[config.mk]
export PLATFORM = sky130hd
export DESIGN_NAME = rssr_regs
export DESIGN_NICKNAME = d
export VERILOG_FILES = /design/src/hdl/rssr_pkg.sv /design/src/hdl/rssr_freq_map.sv /design/src/hdl/rssr_regs.sv
export SDC_FILE = /design/constraint.sdc
export NUM_CORES = 1
export LEC_CHECK = 0
export CELL_PAD_IN_SITES_DETAIL_PLACEMENT = 1
export CELL_PAD_IN_SITES_GLOBAL_PLACEMENT = 1
export CORE_MARGIN = 1.5
export CORE_UTILIZATION = 45
export CTS_CLUSTER_SIZE = 20
export DETAILED_ROUTE_END_ITERATION = 16
export DONT_BUFFER_PORTS = 1
export PLACE_DENSITY_LB_ADDON = 0.1
export SLEW_MARGIN = 20
export SYNTH_ARGS = -nofsm -noshare
export SYNTH_HDL_FRONTEND = slang
export SYNTH_SLANG_ARGS = --single-unit
[constraint.sdc]
create_clock -name clk_sys_in -period 2.05 [get_ports clk_sys_in]
set_input_delay 0.1025 -clock clk_sys_in [delete_from_list [all_inputs] [get_ports clk_sys_in]]
set_output_delay 0.1025 -clock clk_sys_in [all_outputs]
set_load 0.05 [all_outputs]
[src/hdl/rssr_pkg.sv]
package rssr_pkg;

  // ----------------------------------------------------------------
  // Register map
  // ----------------------------------------------------------------
  localparam logic [11:0] RSSR_OFS_SEC_STATUS = 12'h02C;
  localparam logic [11:0] RSSR_OFS_CHANNEL = 12'h02E;
  localparam logic [11:0] RSSR_OFS_XTAL_TRIM = 12'h02F;
  localparam logic [11:0] RSSR_OFS_TX_POWER = 12'h030;

  // ----------------------------------------------------------------
  // Reset values
  // ----------------------------------------------------------------
  localparam logic [7:0] RSSR_RST_SEC_STATUS = 8'h00;
  localparam logic [6:0] RSSR_RST_CHANNEL = 7'h0B;
  localparam logic [3:0] RSSR_RST_XTAL_TRIM = 4'hF;
  localparam logic [7:0] RSSR_RST_TX_POWER = 8'h06;

  // ----------------------------------------------------------------
  // Field positions in the security status register, and setting widths
  // ----------------------------------------------------------------
  localparam int RSSR_BIT_AUTH_HIGH = 3;
  localparam int RSSR_BIT_AUTH_LOW = 2;
  localparam int RSSR_BIT_RUN_HIGH = 1;
  localparam int RSSR_BIT_RUN_LOW = 0;
  localparam int RSSR_CHANNEL_W = 7;
  localparam int RSSR_TRIM_W = 4;

  // ----------------------------------------------------------------
  // Frequency plan
  // ----------------------------------------------------------------
  localparam logic [11:0] RSSR_BASE_MHZ = 12'h95A;
  localparam logic [6:0] RSSR_CHANNEL_MAX = 7'h71;

  // Completion report from one queue of the security engine
  typedef struct packed {
    logic running;
    logic done;
    logic is_auth;
    logic auth_pass;
  } rssr_queue_evt_t;

  // Register write or read request
  typedef struct packed {
    logic wr;
    logic rd;
    logic [11:0] addr;
    logic [7:0] wdata;
  } rssr_req_t;

endpackage

[src/hdl/rssr_freq_map.sv]
`timescale 1ns/1ns
module rssr_freq_map (
  input wire logic [6:0] offset_in,
  output logic [11:0] carrier_mhz_out,
  output logic saturated_out
);

  // ----------------------------------------------------------------
  // Offset to carrier frequency
  // ----------------------------------------------------------------

  always_comb begin
    saturated_out = (offset_in > rssr_pkg::RSSR_CHANNEL_MAX);
    if (saturated_out) begin
      carrier_mhz_out = rssr_pkg::RSSR_BASE_MHZ + {5'h00, rssr_pkg::RSSR_CHANNEL_MAX};
    end else begin
      carrier_mhz_out = rssr_pkg::RSSR_BASE_MHZ + {5'h00, offset_in};
    end
  end

endmodule // rssr_freq_map

[src/hdl/rssr_regs.sv]
`timescale 1ns/1ns
// Function
// - high auth bit updates on completion only
// - low auth bit updates on completion only
// - auth bit 0 fail, 1 pass
// - bit 1 shows high queue running
// - bit 0 shows low queue running
// - seven-bit offset, reset 0x0B, 2394 base
// - offsets 114-127 saturate at top
// - four-bit trim, resets to all ones
module rssr_regs (
  input wire logic clk_sys_in,
  input wire logic reset_n_in,
  input wire rssr_pkg::rssr_req_t req_in,
  input wire rssr_pkg::rssr_queue_evt_t high_evt_in,
  input wire rssr_pkg::rssr_queue_evt_t low_evt_in,
  output logic [7:0] rdata_out,
  output logic rvalid_out,
  output logic addr_hit_out,
  output logic [6:0] channel_offset_out,
  output logic [11:0] carrier_mhz_out,
  output logic channel_saturated_out,
  output logic [3:0] crystal_trim_code_out,
  output logic [7:0] tx_power_code_out
);

  // ----------------------------------------------------------------
  // State
  // ----------------------------------------------------------------
  logic auth_result_high_prio;
  logic auth_result_low_prio;
  logic high_prio_instr_running;
  logic low_prio_instr_running;
  logic [6:0] channel;
  logic [3:0] trim;
  logic [7:0] power;
  logic [7:0] rdata;
  logic rvalid;
  logic next_auth_result_high_prio;
  logic next_auth_result_low_prio;
  logic next_high_prio_instr_running;
  logic next_low_prio_instr_running;
  logic [6:0] next_channel;
  logic [3:0] next_trim;
  logic [7:0] next_power;
  logic [7:0] next_rdata;
  logic next_rvalid;
  logic [7:0] status_word;

  // Auth result update: only on authenticating completions
  function automatic logic auth_next(input logic cur, input rssr_pkg::rssr_queue_evt_t evt);
    auth_next = (evt.done && evt.is_auth) ? evt.auth_pass : cur;
  endfunction

  // ----------------------------------------------------------------
  // Security status tracking
  // ----------------------------------------------------------------

  // Host writes never reach these bits, so status cannot be corrupted
  always_comb begin
    next_auth_result_high_prio = auth_next(auth_result_high_prio, high_evt_in);
    next_auth_result_low_prio = auth_next(auth_result_low_prio, low_evt_in);
    next_high_prio_instr_running = high_evt_in.running;
    next_low_prio_instr_running = low_evt_in.running;
  end

  always_ff @(posedge clk_sys_in or negedge reset_n_in) begin
    if (!reset_n_in) begin
      auth_result_high_prio <= rssr_pkg::RSSR_RST_SEC_STATUS[rssr_pkg::RSSR_BIT_AUTH_HIGH];
      auth_result_low_prio <= rssr_pkg::RSSR_RST_SEC_STATUS[rssr_pkg::RSSR_BIT_AUTH_LOW];
      high_prio_instr_running <= rssr_pkg::RSSR_RST_SEC_STATUS[rssr_pkg::RSSR_BIT_RUN_HIGH];
      low_prio_instr_running <= rssr_pkg::RSSR_RST_SEC_STATUS[rssr_pkg::RSSR_BIT_RUN_LOW];
    end else begin
      auth_result_high_prio <= next_auth_result_high_prio;
      auth_result_low_prio <= next_auth_result_low_prio;
      high_prio_instr_running <= next_high_prio_instr_running;
      low_prio_instr_running <= next_low_prio_instr_running;
    end
  end

  // pass reads 1, fail reads 0
  always_comb begin
    status_word = 8'h00;
    status_word[rssr_pkg::RSSR_BIT_AUTH_HIGH] = auth_result_high_prio;
    status_word[rssr_pkg::RSSR_BIT_AUTH_LOW] = auth_result_low_prio;
    status_word[rssr_pkg::RSSR_BIT_RUN_HIGH] = high_prio_instr_running;
    status_word[rssr_pkg::RSSR_BIT_RUN_LOW] = low_prio_instr_running;
  end

  // ----------------------------------------------------------------
  // Writable settings
  // ----------------------------------------------------------------

  always_comb begin
    next_channel = channel;
    next_trim = trim;
    next_power = power;
    if (req_in.wr) begin
      unique case (req_in.addr)
        rssr_pkg::RSSR_OFS_CHANNEL: begin
          next_channel = req_in.wdata[6:0];
        end
        rssr_pkg::RSSR_OFS_XTAL_TRIM: begin
          next_trim = req_in.wdata[3:0];
        end
        rssr_pkg::RSSR_OFS_TX_POWER: begin
          next_power = req_in.wdata;
        end
        default: begin
          next_channel = channel;
        end
      endcase
    end
  end

  always_ff @(posedge clk_sys_in or negedge reset_n_in) begin
    if (!reset_n_in) begin
      channel <= rssr_pkg::RSSR_RST_CHANNEL;
      trim <= rssr_pkg::RSSR_RST_XTAL_TRIM;
      power <= rssr_pkg::RSSR_RST_TX_POWER;
    end else begin
      channel <= next_channel;
      trim <= next_trim;
      power <= next_power;
    end
  end

  // ----------------------------------------------------------------
  // Read path
  // ----------------------------------------------------------------

  // Unmapped and reserved bits read zero
  always_comb begin
    next_rvalid = req_in.rd;
    next_rdata = 8'h00;
    if (req_in.rd) begin
      unique case (req_in.addr)
        rssr_pkg::RSSR_OFS_SEC_STATUS: begin
          next_rdata = status_word;
        end
        rssr_pkg::RSSR_OFS_CHANNEL: begin
          next_rdata = {1'b0, channel};
        end
        rssr_pkg::RSSR_OFS_XTAL_TRIM: begin
          next_rdata = {4'h0, trim};
        end
        rssr_pkg::RSSR_OFS_TX_POWER: begin
          next_rdata = power;
        end
        default: begin
          next_rdata = 8'h00;
        end
      endcase
    end
  end

  always_ff @(posedge clk_sys_in or negedge reset_n_in) begin
    if (!reset_n_in) begin
      rdata <= 8'h00;
      rvalid <= 1'b0;
    end else begin
      rdata <= next_rdata;
      rvalid <= next_rvalid;
    end
  end

  // Combinational decode flag for the link front end
  assign addr_hit_out = (req_in.addr == rssr_pkg::RSSR_OFS_SEC_STATUS) ||
                        (req_in.addr == rssr_pkg::RSSR_OFS_CHANNEL) ||
                        (req_in.addr == rssr_pkg::RSSR_OFS_XTAL_TRIM) ||
                        (req_in.addr == rssr_pkg::RSSR_OFS_TX_POWER);
  assign rdata_out = rdata;
  assign rvalid_out = rvalid;
  assign channel_offset_out = channel;
  assign crystal_trim_code_out = trim;
  assign tx_power_code_out = power;

  // ----------------------------------------------------------------
  // Carrier frequency
  // ----------------------------------------------------------------

  rssr_freq_map u_freq_map (
    .offset_in(channel),
    .carrier_mhz_out(carrier_mhz_out),
    .saturated_out(channel_saturated_out)
  );

endmodule // rssr_regs

==> metrics.md, run 1 <==
| Metric | Value |
|---|---|
| Status | `finished with violations` |
| Violated checks | `setup timing` |
| Peak VDD IR | `548 uV` |
| Vias per cell | `5.80` |
| Die area | `0.00400 mm^2` |
| Leak Pwr | `0.913 nW` |
| Final setup fails | `4` |
| Synth top area cells | `dfrtp_1 35%, dfstp_2 14%, mux2_2 14%, nand3_1 3.1%, a22o_1 2.7%` |
| Synthesis Warnings | `0` |
| Worst Max-Slew Pin Slew | `0.520 ns` |
| DRT antenna net count | `0` |
| Reg-to-reg slack, setup | `0.71 ns` |
| # fillers | `360` |
| Multi-input logic area | `842 um^2` |
| WHS | `0.0494 ns` |
| Wl on met1 | `1540 um` |
| Share of cells above drive strength 1 | `43.1%` |
| Post-CTS setup buffers | `0` |
| Io pins | `74` |
| Mean Syn Cell Area | `12.0 um^2` |
| Initial drt markers | `30` |
| Post-DP HPWL | `3080 um` |
| Highest routed layer | `met4` |
| Sink Count | `32` |
| Setup TNS | `-0.124 ns` |
| Post-Layout Inst Area | `0.00218 mm^2` |
| Pre-CTS WS | `0.235 ns` |
| WL met2 | `2360 um` |
| Core ar. | `0.00342 mm^2` |
| GR Util All Layers | `23.6%` |
| First-pass GRT wire length | `7170 um` |
| Final-report hold violation count | `0` |
| TritonCTS buffer count | `5` |
| Final Max Tran Viols | `0` |
| CTS Root Cell | `clkbuf_4` |
| RSZ-0062 raised after global routing | `yes` |
| Req. time, crit path | `1.95 ns` |
| Power per cell area | `530 mW/mm^2` |
| Post-Route Skew | `0.00731 ns` |
| Sequential Area | `817 um^2` |
| Die width | `63.2 um` |
| Area leader, netlist | `dfrtp_1` |
| Clock-pin slew on the worst setup and hold paths | `0.10 ns` |
| Nets | `208` |
| Vias in the first global route | `1401` |
| Std cell rows | `21` |
| Placer congestion estimate | `0.794` |
| WL final | `4340 um` |
| Antenna diodes | `0` |
| Crit path max fanout | `6` |
| Worst setup margin | `-0.0509 ns` |
| WS Path Type | `flip-flop to output port` |
| Die H | `63.2 um` |
| Post-DP Area | `0.00188 mm^2` |
| Highest clock rate | `476 MHz` |
| CTS tree | `built` |
| Drt first pass iters | `4` |
| WL/cell | `19.7 um` |
| Largest net degree at the start of global routing | `33` |
| Total number of vias | `1276` |
| Post-Syn Area | `0.00163 mm^2` |
| Worst skew pair latency | `0.34 ns` |
| Maxcap violations | `0` |
| Syn Inst Count | `136` |
| Met3 wire length | `321 um` |
| Initial Util | `47.8%` |
| Grt ovf | `0` |
| Worst Reg2Reg Path Length in Cells | `2` |
| Critical path launch point type | `flip-flop` |
| Clock buffer depth | `2` |
| Seq/Total Area, Yosys | `49.7%` |
| Yosys top cell area share | `35.2%` |
| Crit. End Element | `output port` |
| Hold Crit Class | `input port to flip-flop` |
| Distinct cells, synth | `36` |
| DR DRC count | `0` |
| Hold Path Depth | `3` |
| Rel. slew slack | `65.4%` |
| Port bufs | `0` |
| FF+latch count, synth | `32` |
| Minimum clock period | `2.10 ns` |
| Initial antenna violation count | `0` |
| Synthesis-to-finish area growth | `33.3%` |
| Number of H-tree levels | `2` |
| CP arrival | `2.00 ns` |
| Final worst path period share | `102%` |
[layout make-up]
type                            instances  area share, %
Multi-Input combinational cell         96           38.7
Sequential cell                        32           37.5
Timing Repair Buffer                   35           17.4
Tap cell                               46           2.64
Clock buffer                            6           2.36
Inverter                                3          0.747
Clock inverter                          2          0.690
[report_power, final]
group	total [mW]	internal (mW)	switching, mW	leakage (nW)
clock	0.385	0.166	0.219	0.0305
sequential	0.656	0.643	0.0130	0.402
combinational	0.114	0.0515	0.0622	0.480
[cell families after synthesis]
logic type,count (synthesis),synth area share [%]
adders and majority gates,3,2.30
muxes,21,14.5
DFF,32,49.7
buffers and inverters,10,3.45
and+or+nand+nor,47,19.6
xor gates and xnor gates,3,1.61
other,2,0.460
AOI/OAI and AO/OA,18,8.35
[synth_stat cells (all sizes together)]
| library cell | number |
|---|---|
| nand2 | 9 |
| nand4b | 1 |
| conb | 2 |
| nand4 | 5 |
| nor3 | 2 |
| nor2b | 2 |
| nor2 | 1 |
| o2111a | 1 |
| a31oi | 4 |
| mux2 | 21 |
| a21o | 1 |
| or4b | 1 |
| nand2b | 4 |
| xor2 | 2 |
| dfrtp | 23 |
| a32oi | 1 |
| nand3 | 10 |
| a21oi | 4 |
| ha | 3 |
| or2 | 2 |
| o21bai | 1 |
| nor4b | 2 |
| nor4 | 3 |
| nor3b | 1 |
| inv | 3 |
| xnor2 | 1 |
| a22o | 5 |
| and4 | 2 |
| dfstp | 9 |
| o211ai | 1 |
| and4b | 1 |
| clkbuf | 2 |
| buf | 5 |
| and2 | 1 |
[worst max-delay path, stage by stage (launching register included)]
cell and delay (ns):
dfstp_4 0.67, inv_6 0.05, ha_4 0.14, a32oi_1 0.16, o2111a_2 0.33, nand2b_4 0.18, buf_12 0.13
[placed cells by master (no fill, tap or decap), types with 2 or more instances in the layout]
master         instances
nand2b_1               2
dfstp_2                8
inv_1                  2
mux2_2                21
ha_4                   2
clkbuf_4               5
and4_1                 2
nor3_1                 2
nor4_4                 2
xor2_1                 2
a31oi_1                4
nand2_1                7
or2_4                  2
dlygate4sd3_1         16
dfrtp_1               22
nand2b_4               2
nand3_1               10
conb_1                 4
buf_4                 13
a21oi_1                3
nand4_1                5
buf_12                 6
nand2_2                2
a22o_1                 5
clkinvlp_4             2
[flip-flops by register name, indices dropped and copies added (netlist names)]
signal,cells
auth_result_low_prio,1
rdata_out,8
auth_result_high_prio,1
tx_power_code_out,8
rvalid_out,1
low_prio_instr_running,1
crystal_trim_code_out,4
channel_offset_out,7
high_prio_instr_running,1
[final timing paths]
| path | from | endpoint |
|---|---|---|
| min in group asynchronous | reset_n_in | rvalid_out$_DFF_PN0_ |
| max in group asynchronous | reset_n_in | crystal_trim_code_out[0]$_DFFE_PN1P_ |
| min reg2reg | channel_offset_out[3]$_DFFE_PN1P_ | rdata_out[3]$_DFF_PN0_ |
| min | req_in[14] | rdata_out[3]$_DFF_PN0_ |
| max | channel_offset_out[1]$_DFFE_PN1P_ | carrier_mhz_out[3] |
| max reg2reg | auth_result_high_prio$_DFFE_PN0P_ | auth_result_high_prio$_DFFE_PN0P_ |
[per-stage QoR]
| step | instances | power (mW) | util (%) |
|---|---|---|---|
| after floorplan | 138 | 0.723 | - |
| final | 220 | 1.15 | 63.7 |
| after global placement | 195 | 0.727 | 54.9 |
| after detailed placement | 195 | 0.729 | 54.9 |
| after CTS | 220 | 1.17 | 63.2 |
| after global routing | 220 | 1.21 | 63.7 |
[what timing repair did]
item / CTS / global route
gates resized for setup: 8 / 6
endpoints found under the hold margin: 64 / 0
hold buffers: 17 / 0
pin swaps: 3 / 3
endpoints found under the setup margin: 8 / 9
[metal layers]
metal  global-route usage (%)  vias up
met5                        0        -
met4                     8.70        0
met3                     7.68       12
met2                     42.8       56
met1                     25.5      634
li1                         -      574
Note: power is estimated with default switching activity, not from simulation.
==> run 2, diff against run 1 <==
--- a/config.mk
+++ b/config.mk
@@ -7,12 +7,13 @@
 export LEC_CHECK = 0
 export CELL_PAD_IN_SITES_DETAIL_PLACEMENT = 1
 export CELL_PAD_IN_SITES_GLOBAL_PLACEMENT = 1
-export CORE_MARGIN = 1.5
+export CORE_MARGIN = 2
 export CORE_UTILIZATION = 45
 export CTS_CLUSTER_SIZE = 20
 export DETAILED_ROUTE_END_ITERATION = 16
 export DONT_BUFFER_PORTS = 1
 export PLACE_DENSITY_LB_ADDON = 0.1
+export REMOVE_ABC_BUFFERS = 1
 export SLEW_MARGIN = 20
 export SYNTH_ARGS = -nofsm -noshare
 export SYNTH_HDL_FRONTEND = slang
==> run 2 against run 1 <==
The run now ends clean; global-route usage down 1.1 points; routed wire length up 3.3%; worst hold slack worse by 0.016 ns; critical path depth unchanged; sequential share of layout area up 0.57 points; via count about the same; flip-flop and latch count unchanged; sequential power about the same; critical endpoint unchanged; largest cell class unchanged.
==> metrics.md, run 2 (synthesis gave the netlist of run 1 again) <==
| Metric | Value |
|---|---|
| Crit path max fanout | `6` |
| Reg-to-reg slack, setup | `0.74 ns` |
| Switching pwr | `0.267 mW` |
| Hold Crit Class | `input port to flip-flop` |
| Power share of the sequential group | `59.8%` |
| Power per cell area | `514 mW/mm^2` |
| Total number of vias | `1275` |
| Most common cell after layout, fill and taps aside | `dfrtp_1` |
| RR Endpoint | `auth_result_high_prio$_DFFE_PN0P_` |
| Critical path startpoint | `channel_offset_out[1]$_DFFE_PN1P_` |
| Placer congestion estimate | `0.840` |
| Worst Reg2Reg Path Length in Cells | `2` |
| Highest clock rate | `500 MHz` |
| Number of H-tree levels | `2` |
| Final worst path period share | `97.6%` |
| Clock buffer depth | `2` |
| Nets | `210` |
| Status | `complete, no violations` |
| Worst Max-Slew Pin Slew | `0.554 ns` |
| Clock-pin slew on the worst setup and hold paths | `0.09 ns` |
| Initial drt markers | `46` |
| Int Pwr | `0.830 mW` |
| Final core occ | `62.5%` |
| CP arrival | `1.90 ns` |
| Final Max Tran Viols | `0` |
| Critical path launch point type | `flip-flop` |
| Initial antenna violation count | `0` |
| GR Util All Layers | `22.5%` |
| # fillers | `370` |
| Die area | `0.00413 mm^2` |
| Reg-to-Reg Start | `auth_result_high_prio$_DFFE_PN0P_` |
| Synthesis-to-finish area growth | `30.7%` |
| Peak VDD IR | `355 uV` |
| Cells after DPL | `196` |
| Io pins | `74` |
| Post-DP HPWL | `3000 um` |
| WL/cell | `20.2 um` |
| Maxcap violations | `0` |
| WL final | `4480 um` |
| DR DRC count | `0` |
| Rel. slew slack | `63.0%` |
| Share of cells above drive strength 1 | `43.2%` |
| Core ar. | `0.00342 mm^2` |
| Vias per cell | `5.74` |
| TritonCTS buffer count | `5` |
| DRT antenna net count | `0` |
| Comb power frac | `10.1%` |
| Leak Pwr | `0.907 nW` |
| Final setup fails | `0` |
| WHS Endpoint | `rdata_out[0]$_DFF_PN0_` |
| CTS Root Cell | `clkbuf_4` |
| Std cell rows | `21` |
| WS Path Type | `flip-flop to output port` |
| Crit. End Element | `output port` |
| Req. time, crit path | `1.95 ns` |
| Switching share of power | `24.4%` |
| Finished Layout Cells | `222` |
| CTS tree | `built` |
| Port bufs | `0` |
| Min-delay src | `req_in[8]` |
| Antenna diodes | `0` |
| Sink Count | `32` |
| First-pass GRT wire length | `6990 um` |
| Minimum clock period | `2.00 ns` |
| Clock power frac | `30.1%` |
| Highest-count cells in the layout ignoring fill and taps | `22 x dfrtp_1, 21 x mux2_2, 16 x dlygate4sd3_1` |
| Hold Path Depth | `3` |
| Grt ovf | `0` |
| Worst skew pair latency | `0.33 ns` |
| Post-Route Skew | `0.00826 ns` |
| Initial Util | `47.8%` |
| Die H | `64.2 um` |
| Vias in the first global route | `1397` |
| Drt first pass iters | `4` |
| Die width | `64.2 um` |
| Final-report hold violation count | `0` |
| RSZ-0062 raised after global routing | `yes` |
| Largest net degree at the start of global routing | `33` |
## run 2: cell types whose count changed in the layout (fill, tap and decap cells not counted), sizes merged
cell	before	now
buf	19	21
clkbuf	6	8
clkinvlp	2	0
## run 2: worst max path at each step
stage                         end  cells after the start
2_1_floorplan  carrier_mhz_out[4]                      6
6_report       carrier_mhz_out[3]                      6
3_5_place_dp   carrier_mhz_out[0]                      6
3_3_place_gp   carrier_mhz_out[0]                      6
5_1_grt        carrier_mhz_out[3]                      6
4_1_cts        carrier_mhz_out[3]                      7
## run 2: power groups by stage
stage / clock [mW] / sequential [mW] / combinational (mW)
floorplan: 0 / 0.668 / 0.0474
global placement: 0 / 0.667 / 0.0575
detailed placement: 0 / 0.668 / 0.0594
CTS: 0.339 / 0.656 / 0.109
global route: 0.365 / 0.658 / 0.121
finish: 0.330 / 0.656 / 0.111
## run 2: area by class of cell
type	instances	area (um^2)	area share [%]
multi-input combinational	96	817	38.3
sequential	32	813	38.1
timing repair buffer	37	387	18.1
tap	46	57.6	2.70
clock buffer	8	48.8	2.29
inverter	3	11.3	0.528
## run 2: timing repair
item | in CTS | in global routing
hold buffers | 17 | 0
setup endpoints to repair | 3 | 6
setup buffers | 0 | 1
pin swaps | 0 | 4
resized for setup | 3 | 17
endpoints found under the hold margin | 64 | 0
## run 2: layer usage
metal,up-vias,wire [um],track usage [%]
li1,575,-,-
met1,639,1830,25.8
met2,54,2350,40.6
met3,7,247,6.16
met4,0,46,6.38
met5,-,0,0
## run 2: critical path: stages, from the launching register on
cell	delay, ns
dfstp_2	0.56
inv_2	0.05
ha_2	0.17
a32oi_2	0.17
o2111a_2	0.33
nand2b_4	0.16
buf_12	0.13
## run 2: stage by stage
stage | power, mW | worst slack (ns) | setup TNS (ns) | area (um^2) | hold slack (ns)
2_1_floorplan | 0.716 | -0.522 | -1.69 | 1600 | -0.193
3_3_place_gp | 0.725 | 0.361 | 0 | 1830 | -0.192
3_5_place_dp | 0.727 | 0.304 | 0 | 1830 | -0.192
4_1_cts | 1.10 | 0.00895 | 0 | 2070 | 0.00108
5_1_grt | 1.14 | -0.0246 | -0.0718 | 2130 | 0.0294
6_report | 1.10 | 0.0494 | 0 | 2130 | 0.0338
